--- src/rtl/t2t_defs.vh ---
/*
 * shared constants of the type 2 tag write and reply logic: command codes,
 * reply codes, factory image bytes, frame lengths and timing figures.
 * assumes inclusion by bare name from the rtl files.
 */
`ifndef T2T_DEFS_VH
`define T2T_DEFS_VH

`define CMD_WRITE             8'ha2
`define CMD_REQA              8'h26
`define CMD_WUPA              8'h52
`define CMD_SEL_CL1           8'h93
`define CMD_SEL_CL2           8'h95
`define CMD_SEL_NVB           8'h70
`define CMD_HALT              8'h50
`define CMD_READ              8'h30
`define WRITE_FRAME_LEN       4'h8
`define HALT_FRAME_LEN        4'h4

`define ACK_CODE              4'ha
`define ERR_INVALID_ARGUMENT  4'h0
`define ERR_PARITY_CHECKSUM   4'h1
`define ERR_NVM_WRITE         4'h5

`define ATQA_BYTE0            8'h44
`define ATQA_BYTE1            8'h00
`define SAK_BYTE              8'h00
`define SAK_CRC_LO            8'hfe
`define SAK_CRC_HI            8'h51

`define LAST_BLOCK            8'h3f
`define LOCK_BLOCK            6'h02
`define CC_BLOCK              6'h03
`define TLV_BLOCK             6'h04
`define AUG_BLOCK             6'h3f
`define LAST_STATIC_LOCKED    6'h0f
`define CAP_MAGIC_BYTE        8'he1
`define CAP_VERSION_BYTE      8'h10
`define CAP_SIZE_BYTE         8'h14
`define CAP_ACCESS_BYTE       8'h00
`define TLV_DEFAULT_WORD      32'h00fe0003
`define AUG_SEPARATOR_BYTE    8'h78

`define CRC_INIT              16'h6363
`define CRC_POLY              16'h8408

`define CLK_KHZ               250000
`define FC_KHZ                13560
`define WRITE_REPLY_US        4163
`define WRITE_TIMEOUT_US      4734
`define FDT_N_WRITE           443
`define FDT_N_MAX             501
`define FDT_N_SHORT           9
`define FDT_ADD_ONE           84
`define FDT_UNIT              128

`endif

--- src/rtl/t2t_write_and_responses.v ---
/*
 * type 2 tag command interpreter: block write with ack and error codes,
 * request and select answers, halt, and field-drop reset.
 * assumes a frame receiver that presents decoded bytes on link_data with a
 * strobe link_clk and a per-byte parity flag, all from another domain, and
 * an anticollision unit on clk that reports a full uid match.
 */
// Contract
// - write frame: a2h, block address, four data bytes, two crc bytes.
// - write with wrong payload length gets no reply at all.
// - parity or crc failure on write answers checksum code, memory untouched.
// - block address above 3fh answers invalid-argument code.
// - memory is read back after programming; mismatch answers write-failure code.
// - successful write answers four-bit acknowledge ah.
// - error codes: 0h invalid argument, 1h parity/crc, 5h write failure.
// - write reply starts 4163 us after frame end; poller waits 4734 us.
// - unknown command code gets no reply.
// - every error, answered or silent, returns to idle or halt.
// - error goes to halt if halted since power-up, else idle.
// - request or wake-up answers 44h 00h.
// - matching select answers 00h then fe 51h.
// - block 3 defaults to the capability container bytes.
// - block 4 defaults to an empty message and terminator.
// - block 3fh byte 2 defaults to 78h; custom source defaults to uid text; code uses the stand-in 3030h.
`timescale 1ns/1ns
`include "t2t_defs.vh"
module t2t_write_and_responses #(
	parameter        WRITE_DELAY_CYC = `WRITE_REPLY_US * (`CLK_KHZ / 1000),
	parameter        SHORT_DELAY_CYC = (`FDT_N_SHORT * `FDT_UNIT + `FDT_ADD_ONE)
	                                   * `CLK_KHZ / `FC_KHZ,
	parameter        PROG_CYCLES     = 64,
	parameter        FIFO_DEPTH      = 32,
	parameter [15:0] CUSTOM_SRC      = 16'h3030  // arbitrary stand-in for uid text
) (
	input  wire       clk,            // core clock, 250 mhz
	input  wire       rst,            // synchronous reset, active high
	input  wire       ce,             // clock enable, freezes all state when low
	input  wire       field_on,       // carrier present, from the analog front end
	input  wire       link_clk,       // byte strobe from the frame receiver
	input  wire       link_frame,     // high while a frame is received
	input  wire [7:0] link_data,      // received byte
	input  wire       link_perr,      // parity error on this byte
	input  wire       uid_match,      // select uid bits fully match
	input  wire       cell_fault,     // weak nvm cell
	output wire       tx_valid,       // reply word offered
	input  wire       tx_ready,       // modulator takes word
	output wire [7:0] tx_data,        // reply byte, or code in bits 3:0
	output wire       tx_short,       // this word is a four-bit frame
	output wire       tx_last,        // last word of the reply
	output reg  [4:0] protocol_state  // one-hot off, idle, ready, active, halt
);
	localparam S_OFF    = 5'b00001;
	localparam S_IDLE   = 5'b00010;
	localparam S_READY  = 5'b00100;
	localparam S_ACTIVE = 5'b01000;
	localparam S_HALT   = 5'b10000;
	localparam P_WAIT   = 4'b0001;
	localparam P_PROG   = 4'b0010;
	localparam P_PUSH   = 4'b0100;
	localparam P_HOLD   = 4'b1000;

	// ------------------------------------------------------------ pin sync
	reg  [11:0] s1_reg;
	reg  [11:0] s2_reg;
	reg  [11:0] s3_reg;
	reg  [11:0] filt_reg;
	wire [11:0] filt_next;
	wire [11:0] agree;

	assign agree     = ~(s2_reg ^ s3_reg);
	assign filt_next = (s2_reg & agree) | (filt_reg & ~agree);

	always @(posedge clk) begin
		if (rst) begin
			s1_reg   <= 12'h000;
			s2_reg   <= 12'h000;
			s3_reg   <= 12'h000;
			filt_reg <= 12'h000;
		end else if (ce) begin
			s1_reg   <= {field_on, link_frame, link_clk, link_perr, link_data};
			s2_reg   <= s1_reg;
			s3_reg   <= s2_reg;
			filt_reg <= filt_next;
		end
	end

	wire field_up   = filt_reg[11];
	wire frame_rise = filt_next[10] & ~filt_reg[10];
	wire frame_fall = ~filt_next[10] & filt_reg[10];
	wire byte_stb   = filt_next[9] & ~filt_reg[9] & filt_next[10];

	// ------------------------------------------------------------ frame rx
	function [15:0] crc_byte;
		input [15:0] crc_in;
		input [7:0]  data;
		integer      k;
		reg   [15:0] c;
		begin
			c = crc_in ^ {8'h00, data};
			for (k = 0; k < 8; k = k + 1)
				c = c[0] ? ((c >> 1) ^ `CRC_POLY) : (c >> 1);
			crc_byte = c;
		end
	endfunction

	reg  [7:0]  rx_mem [0:7];
	reg  [3:0]  cnt_reg;
	reg  [15:0] crc_reg;
	reg         perr_reg;
	reg         done_reg;

	always @(posedge clk) begin
		if (rst | ~field_up) begin
			cnt_reg  <= 4'h0;
			crc_reg  <= `CRC_INIT;
			perr_reg <= 1'b0;
			done_reg <= 1'b0;
		end else if (ce) begin
			done_reg <= frame_fall;
			if (frame_rise) begin
				cnt_reg  <= 4'h0;
				crc_reg  <= `CRC_INIT;
				perr_reg <= 1'b0;
			end else if (byte_stb) begin
				// count saturates one past a write frame so overlength shows
				if (cnt_reg < 4'h8)
					rx_mem[cnt_reg[2:0]] <= filt_next[7:0];
				if (cnt_reg != 4'h9)
					cnt_reg <= cnt_reg + 4'h1;
				crc_reg  <= crc_byte(crc_reg, filt_next[7:0]);
				perr_reg <= perr_reg | filt_next[8];
			end
		end
	end

	// ------------------------------------------------------------ decode
	wire [7:0]  cmd      = rx_mem[0];
	wire [7:0]  arg      = rx_mem[1];
	wire [5:0]  blk      = arg[5:0];
	wire        crc_ok   = (crc_reg == 16'h0000) & ~perr_reg;
	wire [15:0] lock_word;
	wire        is_req   = (cnt_reg == 4'h1) & (cmd == `CMD_REQA);
	wire        is_wup   = (cnt_reg == 4'h1) & (cmd == `CMD_WUPA);
	wire        is_sel   = (cnt_reg > 4'h2) & ((cmd == `CMD_SEL_CL1) | (cmd == `CMD_SEL_CL2))
	                       & (arg == `CMD_SEL_NVB) & crc_ok & uid_match;
	wire        is_halt  = (cnt_reg == `HALT_FRAME_LEN) & (cmd == `CMD_HALT)
	                       & (arg == 8'h00) & crc_ok;
	wire        is_write = (cnt_reg != 4'h0) & (cmd == `CMD_WRITE);
	wire        is_read  = (cnt_reg != 4'h0) & (cmd == `CMD_READ);
	// system blocks 0 and 1 are fixed; lock block 2 always writable
	wire        ro_blk   = (blk < `LOCK_BLOCK) | ((blk > `LOCK_BLOCK)
	                       & (blk <= `LAST_STATIC_LOCKED) & lock_word[blk[3:0]]);

	// ------------------------------------------------------------ control
	reg  [3:0]  proc_reg;
	reg         halted_reg;
	reg  [1:0]  len_reg;
	reg  [1:0]  idx_reg;
	reg  [7:0]  b0_reg;
	reg  [7:0]  b1_reg;
	reg  [7:0]  b2_reg;
	reg         short_reg;
	reg  [4:0]  after_reg;
	reg  [20:0] dly_reg;
	reg         rel_reg;
	reg         prog_start;
	reg  [31:0] prog_data;
	wire        wr_done;
	wire        wr_ok;
	wire [4:0]  err_state = halted_reg ? S_HALT : S_IDLE;
	wire        fifo_in_ready;
	wire        fifo_out_valid;
	wire [9:0]  fifo_out;
	wire [7:0]  push_byte = (idx_reg == 2'h0) ? b0_reg :
	                        (idx_reg == 2'h1) ? b1_reg : b2_reg;
	wire        push_last = (idx_reg == len_reg);
	wire        push      = proc_reg[2] & fifo_in_ready;

	assign tx_valid = fifo_out_valid & rel_reg;
	assign tx_data  = fifo_out[7:0];
	assign tx_short = fifo_out[8];
	assign tx_last  = fifo_out[9];

	// one-, two- or three-word reply, sent after the delay runs out
	task reply;
		input [1:0] n;
		input [7:0] x0;
		input [7:0] x1;
		input [7:0] x2;
		input       sh;
		input [4:0] nxt;
		begin
			len_reg   <= n;
			b0_reg    <= x0;
			b1_reg    <= x1;
			b2_reg    <= x2;
			short_reg <= sh;
			after_reg <= nxt;
			idx_reg   <= 2'h0;
			proc_reg  <= P_PUSH;
		end
	endtask

	always @(posedge clk) begin
		if (rst | ~field_up) begin
			protocol_state <= S_OFF;
			halted_reg     <= 1'b0;
			proc_reg       <= P_WAIT;
			len_reg        <= 2'h0;
			idx_reg        <= 2'h0;
			b0_reg         <= 8'h00;
			b1_reg         <= 8'h00;
			b2_reg         <= 8'h00;
			short_reg      <= 1'b0;
			after_reg      <= S_IDLE;
			dly_reg        <= 21'h000000;
			rel_reg        <= 1'b0;
			prog_start     <= 1'b0;
			prog_data      <= 32'h00000000;
		end else if (ce) begin
			prog_start <= 1'b0;
			if (dly_reg != 21'h000000)
				dly_reg <= dly_reg - 21'h000001;
			case (proc_reg)
			P_WAIT: begin
				if (protocol_state == S_OFF)
					protocol_state <= S_IDLE;
				else if (done_reg) begin
					dly_reg <= SHORT_DELAY_CYC[20:0];
					case (protocol_state)
					S_IDLE, S_HALT: begin
						if (is_wup | (is_req & (protocol_state == S_IDLE)))
							reply(2'h1, `ATQA_BYTE0, `ATQA_BYTE1, 8'h00, 1'b0, S_READY);
					end
					S_READY: begin
						if (is_sel)
							reply(2'h2, `SAK_BYTE, `SAK_CRC_LO, `SAK_CRC_HI, 1'b0, S_ACTIVE);
						else
							protocol_state <= err_state;
					end
					S_ACTIVE: begin
						dly_reg <= WRITE_DELAY_CYC[20:0];
						if (is_halt) begin
							protocol_state <= S_HALT;
							halted_reg     <= 1'b1;
						end else if (is_write) begin
							if (cnt_reg != `WRITE_FRAME_LEN)
								protocol_state <= err_state;
							else if (~crc_ok)
								reply(2'h0, {4'h0, `ERR_PARITY_CHECKSUM}, 8'h00, 8'h00,
								      1'b1, err_state);
							else if ((arg > `LAST_BLOCK) | ro_blk)
								reply(2'h0, {4'h0, `ERR_INVALID_ARGUMENT}, 8'h00, 8'h00,
								      1'b1, err_state);
							else begin
								// only a fully checked frame reaches the cells
								prog_start <= 1'b1;
								prog_data  <= {rx_mem[5], rx_mem[4], rx_mem[3], rx_mem[2]};
								proc_reg   <= P_PROG;
							end
						end else if (~is_read)
							// reads belong to another unit and are left alone here
							protocol_state <= err_state;
					end
					default: protocol_state <= err_state;
					endcase
				end
			end
			P_PROG: begin
				if (wr_done) begin
					if (wr_ok)
						reply(2'h0, {4'h0, `ACK_CODE}, 8'h00, 8'h00, 1'b1, S_ACTIVE);
					else
						reply(2'h0, {4'h0, `ERR_NVM_WRITE}, 8'h00, 8'h00,
						      1'b1, err_state);
				end
			end
			P_PUSH: begin
				if (push) begin
					idx_reg <= idx_reg + 2'h1;
					if (push_last)
						proc_reg <= P_HOLD;
				end
			end
			P_HOLD: begin
				// the reply is held back until the frame delay has passed
				if (dly_reg == 21'h000000)
					rel_reg <= 1'b1;
				if (tx_valid & tx_ready & tx_last) begin
					rel_reg        <= 1'b0;
					protocol_state <= after_reg;
					proc_reg       <= P_WAIT;
				end
			end
			default: proc_reg <= P_WAIT;
			endcase
		end
	end

	nvm_blocks #(
		.BLOCKS      (64),
		.PROG_CYCLES (PROG_CYCLES),
		.CAP_SIZE    (`CAP_SIZE_BYTE),
		.CUSTOM_SRC  (CUSTOM_SRC)
	) u_nvm (
		.clk        (clk),
		.rst        (rst),
		.ce         (ce),
		.wr_start   (prog_start),
		.wr_addr    (blk),
		.wr_data    (prog_data),
		.cell_fault (cell_fault),
		.wr_done    (wr_done),
		.wr_ok      (wr_ok),
		.lock_word  (lock_word)
	);

	resp_fifo #(
		.WIDTH (10),
		.DEPTH (FIFO_DEPTH)
	) u_fifo (
		.clk       (clk),
		.rst       (rst),
		.ce        (ce),
		.in_data   ({push_last, short_reg, push_byte}),
		.in_valid  (proc_reg[2]),
		.in_ready  (fifo_in_ready),
		.out_data  (fifo_out),
		.out_valid (fifo_out_valid),
		.out_ready (tx_ready & rel_reg)
	);
endmodule

--- src/rtl/resp_fifo.v ---
/*
 * reply byte fifo with valid and ready on both sides.
 * assumes a single clock; the drain side may stall and so fill it.
 */
`timescale 1ns/1ns
module resp_fifo #(
	parameter WIDTH = 10,
	parameter DEPTH = 32
) (
	input  wire             clk,       // core clock
	input  wire             rst,       // synchronous reset
	input  wire             ce,        // clock enable
	input  wire [WIDTH-1:0] in_data,   // word to store
	input  wire             in_valid,  // word offered
	output wire             in_ready,  // room available
	output wire [WIDTH-1:0] out_data,  // oldest word
	output wire             out_valid, // fifo not empty
	input  wire             out_ready  // drain takes word
);
	localparam AW = $clog2(DEPTH);

	reg  [WIDTH-1:0] mem [0:DEPTH-1];
	reg  [AW-1:0]    wr_reg;
	reg  [AW-1:0]    rd_reg;
	reg  [AW:0]      cnt_reg;
	wire             push;
	wire             pop;

	assign in_ready  = (cnt_reg != DEPTH[AW:0]);
	assign out_valid = (cnt_reg != {(AW+1){1'b0}});
	assign out_data  = mem[rd_reg];
	assign push      = in_valid & in_ready;
	assign pop       = out_valid & out_ready;

	always @(posedge clk) begin
		if (rst) begin
			wr_reg  <= {AW{1'b0}};
			rd_reg  <= {AW{1'b0}};
			cnt_reg <= {(AW+1){1'b0}};
		end else if (ce) begin
			if (push) begin
				mem[wr_reg] <= in_data;
				wr_reg      <= wr_reg + 1'b1;
			end
			if (pop)
				rd_reg <= rd_reg + 1'b1;
			if (push & ~pop)
				cnt_reg <= cnt_reg + 1'b1;
			else if (pop & ~push)
				cnt_reg <= cnt_reg - 1'b1;
		end
	end
endmodule

--- src/rtl/nvm_blocks.v ---
/*
 * nonvolatile block store: 4-byte blocks, factory image, timed programming
 * followed by a read-back check. assumes a single clock; the array keeps
 * its content through reset, as the cells would through a field drop.
 */
`timescale 1ns/1ns
`include "t2t_defs.vh"
module nvm_blocks #(
	parameter        BLOCKS      = 64,
	parameter        PROG_CYCLES = 64,
	parameter [7:0]  CAP_SIZE    = `CAP_SIZE_BYTE,
	parameter [15:0] CUSTOM_SRC  = 16'h3030  // arbitrary stand-in for uid text
) (
	input  wire        clk,        // core clock
	input  wire        rst,        // synchronous reset
	input  wire        ce,         // clock enable
	input  wire        wr_start,   // begin programming, one cycle
	input  wire [5:0]  wr_addr,    // block to program
	input  wire [31:0] wr_data,    // byte 0 in bits 7:0
	input  wire        cell_fault, // weak cell, corrupts the stored word
	output reg         wr_done,    // programming and check finished, pulse
	output reg         wr_ok,      // check result, valid with wr_done
	output wire [15:0] lock_word   // static lock bytes of the lock block
);
	reg  [31:0] mem [0:BLOCKS-1];
	reg  [15:0] tmr_reg;
	reg         busy_reg;
	reg         chk_reg;
	reg  [5:0]  adr_reg;
	reg  [31:0] dat_reg;
	integer     i;

	// factory image; the augmented custom source sits in bytes 0 and 1
	initial begin
		for (i = 0; i < BLOCKS; i = i + 1)
			mem[i] = 32'h00000000;
		mem[`CC_BLOCK]  = {`CAP_ACCESS_BYTE, CAP_SIZE, `CAP_VERSION_BYTE, `CAP_MAGIC_BYTE};
		mem[`TLV_BLOCK] = `TLV_DEFAULT_WORD;
		mem[`AUG_BLOCK] = {8'h00, `AUG_SEPARATOR_BYTE, CUSTOM_SRC};
	end

	assign lock_word = mem[`LOCK_BLOCK][31:16];

	always @(posedge clk) begin
		if (rst) begin
			tmr_reg  <= 16'h0000;
			busy_reg <= 1'b0;
			chk_reg  <= 1'b0;
			adr_reg  <= 6'h00;
			dat_reg  <= 32'h00000000;
			wr_done  <= 1'b0;
			wr_ok    <= 1'b0;
		end else if (ce) begin
			wr_done <= 1'b0;
			chk_reg <= 1'b0;
			if (wr_start & ~busy_reg) begin
				busy_reg <= 1'b1;
				tmr_reg  <= PROG_CYCLES[15:0];
				adr_reg  <= wr_addr;
				dat_reg  <= wr_data;
			end else if (busy_reg) begin
				if (tmr_reg != 16'h0000) begin
					tmr_reg <= tmr_reg - 16'h0001;
				end else begin
					mem[adr_reg] <= dat_reg ^ {31'h00000000, cell_fault};
					busy_reg     <= 1'b0;
					chk_reg      <= 1'b1;
				end
			end
			// read back what the cells hold, not what was asked for
			if (chk_reg) begin
				wr_done <= 1'b1;
				wr_ok   <= (mem[adr_reg] == dat_reg);
			end
		end
	end
endmodule

--- config.mk ---
export PLATFORM = sky130hd
export DESIGN_NAME = t2t_write_and_responses
export DESIGN_NICKNAME = d
export VERILOG_FILES = /design/src/rtl/t2t_write_and_responses.v /design/src/rtl/resp_fifo.v /design/src/rtl/nvm_blocks.v
export VERILOG_INCLUDE_DIRS = /design/src /design/src/rtl
export SDC_FILE = /design/constraint.sdc
export NUM_CORES = 2
export LEC_CHECK = 0
export BUFFER_PORTS_ARGS = -buffer_cell sky130_fd_sc_hd__buf_2
export CAP_MARGIN = 20
export CELL_PAD_IN_SITES_DETAIL_PLACEMENT = 1
export CELL_PAD_IN_SITES_GLOBAL_PLACEMENT = 1
export CORE_UTILIZATION = 40
export CTS_CLUSTER_DIAMETER = 200
export DETAILED_ROUTE_END_ITERATION = 8
export PLACE_DENSITY = 0.6
export RECOVER_POWER = 25
export SLEW_MARGIN = 20
export SYNTH_ARGS = -nofsm -noshare
export SYNTH_HDL_FRONTEND = slang
export SYNTH_SLANG_ARGS = --single-unit
--- constraint.sdc ---
create_clock -name clk -period 9.2 [get_ports clk]
set_clock_uncertainty 0.05 [all_clocks]
set_input_delay 1.38 -clock clk [delete_from_list [all_inputs] [get_ports clk]]
set_output_delay 1.38 -clock clk [all_outputs]
set_load 0.01 [all_outputs]
==> results.tsv <==
metric	value	unit
Reg clk slew, reported paths	60	ps
TritonCTS buffer count	289	
post-synth top area share	70.2	%
Pwr Density	207	nW/um^2
sequential cell area fraction in the yosys report	74.8	%
Worst Path Max Fanout	35	
Top reg by flops	u_nvm.mem	
WL/cell	32.5	um
die area	254000	sq um
Crit. End Element	output port	
Setup WS pre-CTS	3810	ps
max frequency	173	MHz
total of max-cap violations	27	
Yosys reg bits	2584	
Non-Filler Instances	8963	
Design Area, Final	114000	sq um
CTS tree	built	
Iteration-0 DRC Markers	5152	
share of layout cells above drive strength 1	22.0	%
hpwl dp	170	mm
top post-synthesis cells by area	edfxtp_1 70%, mux4_2 12%, dfxtp_1 4.6%	
Crit path max-delay family	multiplexers	
final hold vios	0	
Largest register FFs	2048	
Ys Warns	0	
antenna viol nets, final	0	
Synth Instances	5228	
gr usage total	22.9	%
Max VDD drop	0.223	mV
Worst slew margin	-162	%
synthesized area	101000	sq um
Avg Inst Size Synth	19.2	sq um
CP most frequent cell	mux4_2	
via count	52600	
Leak Pwr	40.5	nW
FP Rows	183	
CP arrival	4340	ps
vias in the first global route	54100	
gpl congestion	0.839	
post_cts resized	0	
die width	504	um
worst path bufs/invs	3	
clock root cell	clkbuf_16	
total core area	249000	sq um
Largest stage delay, worst path	830	ps
register area	75300	sq um
layout net count	5469	
first-pass GRT wire length	412	mm
worst hold-check path type	reg2reg	
worst setup margin	3430	ps
total negative slack	0	ps
Util after Layout	45.7	%
status	complete, but fails checks	
area leader, netlist	edfxtp_1	
CP cell instances	buf_4 -> mux4_2 -> mux4_2 -> mux2i_1 -> inv_1 -> buf_2	
port buffer count	33	
CTS sink count	2584	
Worst setup SP type	flop	
Multi-input gate area	24200	sq um
post-CTS setup buffer count	0	
fin. max-slew vios	1687	
worst-skew pair later-pin latency	940	ps
actual slew at the worst max-slew pin	3930	ps
placed inst area	105000	sq um
P&R area growth vs syn	13.2	%
Placed Cells	8470	
num ports	34	
violated checks	capacitance limit, slew limit	
final setup violation count	0	
Post-synth EDFFs	2352	
largest net degree at the start of global routing	112	
cell with the most instances after synthesis	edfxtp_1	
crit path max-delay cell type	dfxtp_4	
htree depth	5	
GRT overflow	0	
RSZ-0062 raised after global routing	false	
hold_buf cts	0	
antenna violations before repair	14	
syn_nets	5265	
Setup Crit Path Kind	reg2out	
drt via density	5.87	
DRC Markers	0	
ys async rst share	0	%
Commonest cells post-synth	2352 x edfxtp_1, 521 x mux4_2, 314 x nor2_1	
Hold Startpoint	prog_data[5]$_SDFFE_PP0P_	
final-layout fill cell count	23100	
Critical Path RT	7770	ps
drt first pass iters	6	
Unique masters post-synth	81	
Final Critical Period	5770	ps
Primary FF master, synth	edfxtp_1	
final period utilization	62.7	%
final wirelength	291	mm
initial core utilization	40.4	%
die height	504	um
maximum buffer depth of the clock tree	4	
area by class of cell:
type                    count  area share, %
well taps                3330           3.66
clock inverters           120          0.893
diodes                      2        0.00439
repair buffers            198           1.24
inverters                  32          0.107
multi-input cells        2327           21.2
flip-flops and latches   2584           66.1
clock buffers             370           6.73
final timing paths:
kind                                                      end  slack, ps  depth (start not counted)
worst min register to register  u_nvm.dat_reg[5]$_SDFFE_PP0P_        370                          2
worst max register to register       u_nvm.wr_ok$_SDFFE_PP0P_       4020                         10
worst max-delay path                                  tx_last       3430                          6
worst min-delay path            u_nvm.dat_reg[5]$_SDFFE_PP0P_        370                          2
worst min-delay path, cell delays in order, from the launching register on:
cell	delay, ps
dfxtp_1	310
nand2_1	50
a21oi_1	50
power breakdown:
part	internal, W	switching [W]
Sequential	0.0126	0.00000442
Combinational	0.0000139	0.0000340
Clock	0.00629	0.00457
routing by layer:
layer / vias up / global-route usage (%) / share of wire, %
li1: 21700 / - / -
met1: 28700 / 31.9 / 43
met2: 1857 / 37.1 / 48
met3: 418 / 3.52 / 6.1
met4: 4 / 7.21 / 3.1
met5: - / 0 / 0.011
per-stage QoR:
stage | power (W) | hold WS [ps]
6_report | 0.0235 | 372
5_1_grt | 0.0241 | 392
4_1_cts | 0.0237 | 365
3_5_place_dp | 0.0129 | 389
3_3_place_gp | 0.0129 | 387
2_1_floorplan | 0.0129 | 382
placed cells by master (no fill, tap or decap), types with 73 or more instances in the layout:
master     count
a21oi_1      128
buf_4        130
clkbuf_1     101
clkbuf_16    293
dfxtp_1      214
edfxtp_1    2352
mux2i_1      273
mux4_2       521
nand2_1      218
nor2_1       247
o22ai_1       73
kinds of logic (layout without fill, tap and decap cells):
logic type	after synthesis	in the layout	share of synthesized area, %
AOI/OAI and AO/OA	553	553	3.74
xor gates and xnor gates	84	84	0.731
adders and majority gates	28	28	0.333
buffers and inverters	317	720	1.69
DFF	2584	2584	74.8
muxes	834	834	14.8
other	0	2	0
and+or+nand+nor	828	828	3.87
(Power assumes the default switching activity.)
